==> src/inc/bcht_pkg.sv <==
package bcht_pkg;

  ////////////////////////////////////////////////////////////////////////////////
  // Configuration offsets (byte addresses, dword aligned)
  localparam logic [7:0]  OFS_IO_UPPER     = 8'h30;
  localparam logic [7:0]  OFS_CAP_PTR      = 8'h34;
  localparam logic [7:0]  OFS_INT_BRIDGE   = 8'h3c;

  ////////////////////////////////////////////////////////////////////////////////
  // Field positions inside the dwords
  localparam int          BASE_LSB         = 0;
  localparam int          LIMIT_LSB        = 16;
  localparam int          LINE_LSB         = 0;
  localparam int          PIN_LSB          = 8;
  localparam int          PAR_EN_BIT       = 16;
  localparam int          SERR_EN_BIT      = 17;
  localparam int          ISA_EN_BIT       = 18;

  ////////////////////////////////////////////////////////////////////////////////
  // Fixed and reset values
  localparam logic [15:0] IO_UPPER_RST     = 16'h0000;
  localparam logic [7:0]  CAP_LIST_PTR     = 8'hdc;
  localparam logic [7:0]  INT_PIN_NONE     = 8'h00;
  localparam logic [7:0]  INT_LINE_RST     = 8'h00;
  localparam logic        CTRL_BIT_RST     = 1'b0;

  ////////////////////////////////////////////////////////////////////////////////
  // I/O decode constants
  localparam logic [15:0] ISA_SPACE_TOP    = 16'h0000;   // Upper address half of first 64KB
  localparam logic [1:0]  ISA_LOW_256      = 2'b00;      // Addr [9:8] of first 256 bytes of 1KB
  localparam logic [11:0] IO_GRAN_ZERO     = 12'h000;
  localparam logic [11:0] IO_GRAN_ONES     = 12'hfff;

  ////////////////////////////////////////////////////////////////////////////////
  // Carriers
  typedef struct packed {
    logic        wr;
    logic        rd;
    logic [7:0]  addr;
    logic [3:0]  be;
    logic [31:0] wdata;
  } bcht_cfg_req_s;

  typedef struct packed {
    logic        valid;
    logic        upstream;
    logic [31:0] addr;
  } bcht_io_req_s;

  typedef struct packed {
    logic        in_range;
    logic        isa_alias;
    logic        take;
  } bcht_io_dec_s;

endpackage

==> src/hdl/bcht_io_decode.sv <==
`timescale 1ns/100ps
module bcht_io_decode (
  input  wire logic [15:0]          base_upper,  // Base address [31:16]
  input  wire logic [15:0]          limit_upper, // Limit address [31:16]
  input  wire logic [3:0]           base_low,    // Base address [15:12]
  input  wire logic [3:0]           limit_low,   // Limit address [15:12]
  input  wire logic                 isa_en,      // ISA alias blocking
  input  wire bcht_pkg::bcht_io_req_s req,       // I/O request
  output      bcht_pkg::bcht_io_dec_s dec        // Decode result
);

  logic [31:0] base_addr;
  logic [31:0] limit_addr;

  // Full window from upper halves and 4KB granular lower nibbles
  assign base_addr  = {base_upper, base_low, bcht_pkg::IO_GRAN_ZERO};
  assign limit_addr = {limit_upper, limit_low, bcht_pkg::IO_GRAN_ONES};

  // Range and alias tests; limit below base gives an empty window
  always_comb begin
    dec.in_range  = (req.addr >= base_addr) && (req.addr <= limit_addr);
    dec.isa_alias = isa_en && (req.addr[31:16] == bcht_pkg::ISA_SPACE_TOP)
                    && (req.addr[9:8] != bcht_pkg::ISA_LOW_256);
    if (req.upstream) begin
      // Secondary side claims what lies outside the window, plus, with isa_en set, any address whose [9:8] is not 00, at any height
      dec.take = !dec.in_range || (isa_en && req.addr[9:8] != bcht_pkg::ISA_LOW_256);
    end else begin
      dec.take = dec.in_range && !dec.isa_alias;
    end
  end

endmodule // bcht_io_decode

==> src/hdl/bcht_regs.sv <==
`timescale 1ns/100ps
module bcht_regs (
  input  wire logic                   clk,                      // PCI clock
  input  wire logic                   resetn,                   // Bridge reset, sync, active low
  input  wire bcht_pkg::bcht_cfg_req_s cfg_req,                 // Primary configuration cycle
  output      logic [31:0]            cfg_rdata,                // Read data, one cycle after rd
  output      logic                   cfg_rvalid,               // Read data valid pulse
  input  wire logic [3:0]             io_base_low,              // Base [15:12] from lower header
  input  wire logic [3:0]             io_limit_low,             // Limit [15:12] from lower header
  input  wire bcht_pkg::bcht_io_req_s io_req,                   // I/O transaction to decode
  output      logic                   io_fwd_valid,             // Decode answer valid pulse
  output      logic                   io_fwd_take,              // Forward the transaction
  input  wire logic                   sec_addr_parity_err,      // Secondary address parity error
  input  wire logic                   sec_data_parity_err,      // Secondary data parity error
  output      logic                   sec_parity_report,        // Parity error reported pulse
  input  wire logic                   secondary_system_error_n, // Secondary system error, low
  output      logic                   primary_system_error_n    // Forwarded system error, low
);

  ////////////////////////////////////////////////////////////////////////////////
  // Register state
  logic [15:0] io_base_upper_half;
  logic [15:0] io_limit_upper_half;
  logic [7:0]  interrupt_routing_line;
  logic        par_resp_en;
  logic        serr_fwd_en;
  logic        isa_en;
  logic [15:0] next_io_base_upper_half;
  logic [15:0] next_io_limit_upper_half;
  logic [7:0]  next_interrupt_routing_line;
  logic        next_par_resp_en;
  logic        next_serr_fwd_en;
  logic        next_isa_en;
  logic [31:0] next_cfg_rdata;
  logic        next_cfg_rvalid;
  logic        next_io_fwd_valid;
  logic        next_io_fwd_take;
  logic        next_sec_parity_report;
  logic        next_primary_system_error_n;
  logic        hit_io_upper;
  logic        hit_cap_ptr;
  logic        hit_int_bridge;
  bcht_pkg::bcht_io_dec_s io_dec;

  // Dword decode; low two address bits are byte lane, not address
  assign hit_io_upper   = (cfg_req.addr[7:2] == bcht_pkg::OFS_IO_UPPER[7:2]);
  assign hit_cap_ptr    = (cfg_req.addr[7:2] == bcht_pkg::OFS_CAP_PTR[7:2]);
  assign hit_int_bridge = (cfg_req.addr[7:2] == bcht_pkg::OFS_INT_BRIDGE[7:2]);

  ////////////////////////////////////////////////////////////////////////////////
  // Configuration writes, each byte lane on its own enable
  always_comb begin
    next_io_base_upper_half     = io_base_upper_half;
    next_io_limit_upper_half    = io_limit_upper_half;
    next_interrupt_routing_line = interrupt_routing_line;
    next_par_resp_en            = par_resp_en;
    next_serr_fwd_en            = serr_fwd_en;
    next_isa_en                 = isa_en;
    if (cfg_req.wr && hit_io_upper) begin
      if (cfg_req.be[0]) begin
        next_io_base_upper_half[7:0]   = cfg_req.wdata[bcht_pkg::BASE_LSB +: 8];
      end
      if (cfg_req.be[1]) begin
        next_io_base_upper_half[15:8]  = cfg_req.wdata[bcht_pkg::BASE_LSB+8 +: 8];
      end
      if (cfg_req.be[2]) begin
        next_io_limit_upper_half[7:0]  = cfg_req.wdata[bcht_pkg::LIMIT_LSB +: 8];
      end
      if (cfg_req.be[3]) begin
        next_io_limit_upper_half[15:8] = cfg_req.wdata[bcht_pkg::LIMIT_LSB+8 +: 8];
      end
    end
    if (cfg_req.wr && hit_int_bridge) begin
      if (cfg_req.be[0]) begin
        next_interrupt_routing_line = cfg_req.wdata[bcht_pkg::LINE_LSB +: 8];
      end
      // Lane 1 is the pin byte: no storage behind it
      if (cfg_req.be[2]) begin
        next_par_resp_en = cfg_req.wdata[bcht_pkg::PAR_EN_BIT];
        next_serr_fwd_en = cfg_req.wdata[bcht_pkg::SERR_EN_BIT];
        next_isa_en      = cfg_req.wdata[bcht_pkg::ISA_EN_BIT];
      end
    end
  end

  always_ff @(posedge clk) begin
    if (!resetn) begin
      io_base_upper_half     <= bcht_pkg::IO_UPPER_RST;
      io_limit_upper_half    <= bcht_pkg::IO_UPPER_RST;
      interrupt_routing_line <= bcht_pkg::INT_LINE_RST;
      par_resp_en            <= bcht_pkg::CTRL_BIT_RST;
      serr_fwd_en            <= bcht_pkg::CTRL_BIT_RST;
      isa_en                 <= bcht_pkg::CTRL_BIT_RST;
    end else begin
      io_base_upper_half     <= next_io_base_upper_half;
      io_limit_upper_half    <= next_io_limit_upper_half;
      interrupt_routing_line <= next_interrupt_routing_line;
      par_resp_en            <= next_par_resp_en;
      serr_fwd_en            <= next_serr_fwd_en;
      isa_en                 <= next_isa_en;
    end
  end

  ////////////////////////////////////////////////////////////////////////////////
  // Configuration reads; offsets outside this block read zero
  always_comb begin
    next_cfg_rdata  = 32'h0000_0000;
    next_cfg_rvalid = cfg_req.rd;
    if (cfg_req.rd) begin
      if (hit_io_upper) begin
        next_cfg_rdata = {io_limit_upper_half, io_base_upper_half};
      end else if (hit_cap_ptr) begin
        next_cfg_rdata[7:0] = bcht_pkg::CAP_LIST_PTR;
      end else if (hit_int_bridge) begin
        next_cfg_rdata[bcht_pkg::LINE_LSB +: 8] = interrupt_routing_line;
        next_cfg_rdata[bcht_pkg::PIN_LSB +: 8]  = bcht_pkg::INT_PIN_NONE;
        next_cfg_rdata[bcht_pkg::PAR_EN_BIT]    = par_resp_en;
        next_cfg_rdata[bcht_pkg::SERR_EN_BIT]   = serr_fwd_en;
        next_cfg_rdata[bcht_pkg::ISA_EN_BIT]    = isa_en;
      end
    end
  end

  ////////////////////////////////////////////////////////////////////////////////
  // I/O window decode
  bcht_io_decode u_io_decode (
    .base_upper  (io_base_upper_half),
    .limit_upper (io_limit_upper_half),
    .base_low    (io_base_low),
    .limit_low   (io_limit_low),
    .isa_en      (isa_en),
    .req         (io_req),
    .dec         (io_dec)
  );

  // Answer registered so decode timing stays off the outputs
  always_comb begin
    next_io_fwd_valid = io_req.valid;
    next_io_fwd_take  = io_req.valid && io_dec.take;
  end

  ////////////////////////////////////////////////////////////////////////////////
  // Secondary error handling
  always_comb begin
    next_sec_parity_report      = par_resp_en && (sec_addr_parity_err || sec_data_parity_err);
    next_primary_system_error_n = !(serr_fwd_en && !secondary_system_error_n);
  end

  ////////////////////////////////////////////////////////////////////////////////
  // Output flops
  always_ff @(posedge clk) begin
    if (!resetn) begin
      cfg_rdata              <= 32'h0000_0000;
      cfg_rvalid             <= 1'b0;
      io_fwd_valid           <= 1'b0;
      io_fwd_take            <= 1'b0;
      sec_parity_report      <= 1'b0;
      primary_system_error_n <= 1'b1;
    end else begin
      cfg_rdata              <= next_cfg_rdata;
      cfg_rvalid             <= next_cfg_rvalid;
      io_fwd_valid           <= next_io_fwd_valid;
      io_fwd_take            <= next_io_fwd_take;
      sec_parity_report      <= next_sec_parity_report;
      primary_system_error_n <= next_primary_system_error_n;
    end
  end

  ////////////////////////////////////////////////////////////////////////////////
  // Assertions
  a_base_write: assert property (@(posedge clk) disable iff (!resetn)
    cfg_req.wr && hit_io_upper && cfg_req.be[1:0] == 2'b11
    |=> io_base_upper_half == $past(cfg_req.wdata[15:0]))
    else $error("base upper half not written");

  // Read two edges after the write must return the written limit, not just the stored one
  a_limit_write: assert property (@(posedge clk) disable iff (!resetn)
    cfg_req.wr && hit_io_upper && cfg_req.be[3:2] == 2'b11 ##1 !cfg_req.wr ##1 (cfg_req.rd && hit_io_upper)
    |=> cfg_rdata[31:16] == $past(cfg_req.wdata[31:16], 3))
    else $error("limit upper half not returned");

  a_lane_hold: assert property (@(posedge clk) disable iff (!resetn)
    cfg_req.wr && hit_io_upper && cfg_req.be[3:2] == 2'b00
    |=> $stable(io_limit_upper_half))
    else $error("disabled lane changed limit");

  a_cap_pointer: assert property (@(posedge clk) disable iff (!resetn)
    cfg_req.rd && hit_cap_ptr |=> cfg_rvalid && cfg_rdata == 32'h0000_00dc)
    else $error("capability pointer wrong");

  a_line_pin_read: assert property (@(posedge clk) disable iff (!resetn)
    cfg_req.rd && hit_int_bridge
    |=> cfg_rdata[15:0] == {8'h00, $past(interrupt_routing_line)})
    else $error("line or pin byte wrong");

  a_parity_gate: assert property (@(posedge clk) disable iff (!resetn)
    (sec_addr_parity_err || sec_data_parity_err) |=> sec_parity_report == $past(par_resp_en))
    else $error("parity report not gated by enable");

  a_serr_forward: assert property (@(posedge clk) disable iff (!resetn)
    !secondary_system_error_n |=> primary_system_error_n == !$past(serr_fwd_en))
    else $error("system error forwarding wrong");

  a_range_forward: assert property (@(posedge clk) disable iff (!resetn)
    io_req.valid && !io_req.upstream && !isa_en && io_dec.in_range |=> io_fwd_valid && io_fwd_take)
    else $error("in range I/O not forwarded");

  a_isa_block: assert property (@(posedge clk) disable iff (!resetn)
    io_req.valid && !io_req.upstream && io_dec.in_range && io_dec.isa_alias |=> io_fwd_valid && !io_fwd_take)
    else $error("ISA alias forwarded downstream");

  a_isa_upstream: assert property (@(posedge clk) disable iff (!resetn)
    io_req.valid && io_req.upstream && isa_en && io_req.addr[9:8] != 2'b00 |=> io_fwd_take)
    else $error("ISA alias not forwarded upstream");

  c_isa_blocked: cover property (@(posedge clk) disable iff (!resetn)
    io_req.valid && !io_req.upstream && io_dec.in_range && io_dec.isa_alias);
  c_serr_passed: cover property (@(posedge clk) disable iff (!resetn) !primary_system_error_n);
  c_parity_seen: cover property (@(posedge clk) disable iff (!resetn) sec_parity_report);
  c_ctrl_write: cover property (@(posedge clk) disable iff (!resetn)
    cfg_req.wr && hit_int_bridge && cfg_req.be[2] && cfg_req.wdata[18]);

endmodule // bcht_regs

==> config.mk <==
export PLATFORM = sky130hd
export DESIGN_NAME = bcht_regs
export DESIGN_NICKNAME = d
export VERILOG_FILES = /design/src/inc/bcht_pkg.sv /design/src/hdl/bcht_io_decode.sv /design/src/hdl/bcht_regs.sv
export SDC_FILE = /design/constraint.sdc
export NUM_CORES = 1
export LEC_CHECK = 0
export ABC_CLOCK_PERIOD_IN_PS = 4910
export CORE_MARGIN = 8
export CORE_UTILIZATION = 50
export CTS_BUF_LIST = sky130_fd_sc_hd__clkbuf_16
export DETAILED_ROUTE_END_ITERATION = 8
export DONT_BUFFER_PORTS = 1
export GPL_TIMING_DRIVEN = 1
export PLACE_DENSITY = 0.62
export SYNTH_ARGS = -nofsm -noshare
export SYNTH_HDL_FRONTEND = slang
export SYNTH_HIERARCHICAL = 1
export SYNTH_SLANG_ARGS = --single-unit
==> constraint.sdc <==
create_clock -name clk -period 4.91 [get_ports clk]
set_input_delay 0.2455 -clock clk [delete_from_list [all_inputs] [get_ports clk]]
set_output_delay 0.2455 -clock clk [all_outputs]
set_load 0.01 [all_outputs]
==> out/metrics.cfg <==
[clocking]
cts.htree.levels = 3
cts_tree = built
numCtsBuffers = 9
cts.clk_slew.worst_paths_ps = 60
hold_buffers = 0
clk_path_buf_depth = 2
cts_sinks = 80
worstSkewPairLatency_ps = 330
cts-root-buf = clkbuf_16
cts_resized = 0
postCtsSetupRepairBufs = 0

[sta]
report.final.hold_viol_count = 0
finalClockSkew_ps = 6.15
fmax_mhz = 440
fin_crit_sh = 0.463
max-slew-margin-rel = 0.522
max_slew.worst_pin.slew_ps = 717
grt_setup_unrepaired = no
fin_crit_ps = 2270
slew_violations = 0
finalSetupViolations = 0
setup_tns_ps = 0

[cells_and_area]
nNetsFinal = 576
syn_to_final_growth_pct = 8.96
multi_input_area_mm2 = 0.00212
instances_no_fill = 550
nFillCells = 724
final_util = 0.562
antennaDiodeCount = 0
seqCellArea_mm2 = 0.00160
layout-drive-gt1-share = 0.0647

[critical_path]
path_max_fanout = 3
critPathArrivalTime_ps = 2550
crit_buf_inv = 1
crit_path_end_kind = register
worst_path_largest_cell_delay_ps = 410
worstSetupPathType = register to register
crit_slowest_cell = o41ai_1
crit_top_cell = a31oi_1
cp_cell_sequence = inv_1 > ha_1 > a21oi_1 > o21ai_0 > a22o_1 > o41ai_1 > a31oi_1 > a31oi_1 > and3_1
required_ps = 5190
cp_top_family = compound AO/OA/AOI/OAI gates
rrSetupSlack_ps = 2640
start_kind = register

[die]
die-width_um = 105
initial_core_util = 0.516
placeableCoreArea_mm2 = 0.00769
rows = 32
pin_count = 130
die_y_um = 105
dieArea_mm2 = 0.0110

[global_route]
grt_first_pass_wirelength_um = 16100
grt_max_degree = 79
grt_pass1_vias = 3212
grt_overflow = 0
grt_use_total = 0.180
antenna_found_initial = 0

[power]
power_frac_seq = 0.469
power.leakage_nw = 1.71
p_clk_frac = 0.478
power_density_mw_per_mm2 = 322
internal_power_mw = 1.08
p_sw_frac = 0.226
combinationalPowerShare = 0.053
netSwitchingPower_mw = 0.314
irDropWorstVdd_mv = 0.223

[synth]
postSynthCellCount = 447
syn_nets = 580
synth.avg_cell_area_um2 = 8.87
syn_area_mm2 = 0.00396
yosys_warnings = 6

[routing]
routed_via_density = 5.45
ant_nets = 0
firstDrtPassIters = 4
vias = 2999
drt-initial-drc-count = 114
drc = 0
wl_per_cell_um = 17.7
routed_wl_um = 9720

[placement]
port_buffers = 0
dp_hpwl_um = 7610
gp_congestion = 0.822
dp.cells = 534

[min_path]
hp-class = input pin to register

[job]
maxCapViolCount = 0

[status]
run_status = complete, no violations

## cell usage in the layout, fill, tap and decap left out, types with 2 or more instances in the layout
master,n
and2_1,23
mux2i_1,43
clkbuf_16,9
dfxtp_1,80
inv_1,45
ha_1,40
a21oi_1,21
nor3_4,2
clkinv_4,2
a31oi_1,3
or4_1,3
nor4_1,6
a22oi_1,6
and4_1,2
o21ai_0,13
a211oi_1,3
nand3_1,2
clkinvlp_4,3
and2_2,2
nor2_1,12
nand2_1,95
and3_1,2
nand4_1,11
nand4_2,2
## area by class of cell
class	count	share of cell area
clock inverters	7	0.0171
well taps	102	0.0295
multi-input cells	307	0.491
clock buffers	9	0.0521
inverters	45	0.0391
flip-flops and latches	80	0.371
## per-layer routing
metal  wire length, um  track usage  up-vias
met2              4730        0.305       95
met1              4030        0.204     1387
met3               835       0.0657        9
met4               115       0.0601        0
met5                 0            0        -
li1                  -            -     1508
## power groups by stage
stage | registers [mW] | logic, mW | clock network (mW)
finish | 0.653 | 0.0732 | 0.666
global route | 0.653 | 0.0865 | 0.704
CTS | 0.653 | 0.0736 | 0.677
detailed placement | 0.668 | 0.0730 | 0
global placement | 0.668 | 0.0700 | 0
floorplan | 0.667 | 0.0667 | 0
## flip-flops by register name, summed over array words and instances, names as in the netlist, 8 cells and up
signal / cells
cfg_rdata: 32
interrupt_routing_line: 8
io_base_upper_half: 16
io_limit_upper_half: 16
## worst paths after layout
path,depth (start not counted),endpoint,startpoint
setup reg to reg,9,io_fwd_take$_SDFF_PN0_,io_limit_upper_half[3]$_SDFFE_PN0P_
hold reg to reg,2,interrupt_routing_line[7]$_SDFFE_PN0P_,interrupt_routing_line[7]$_SDFFE_PN0P_
hold / removal,1,primary_system_error_n$_SDFF_PN1_,secondary_system_error_n
setup / recovery,9,io_fwd_take$_SDFF_PN0_,io_limit_upper_half[3]$_SDFFE_PN0P_
## per-stage QoR
step | instance area [um2] | hold slack, ps | setup WS [ps] | power [mW]
after detailed placement | 4020 | 354 | 2650 | 0.741
after global placement | 4020 | 353 | 2730 | 0.738
after floorplan | 3960 | 352 | 2970 | 0.734
final | 4320 | 16.0 | 2640 | 1.39
after CTS | 4320 | 6.77 | 2610 | 1.40
after global routing | 4320 | 12.7 | 2410 | 1.44
No activity file was read; power rests on OpenSTA's default activity.
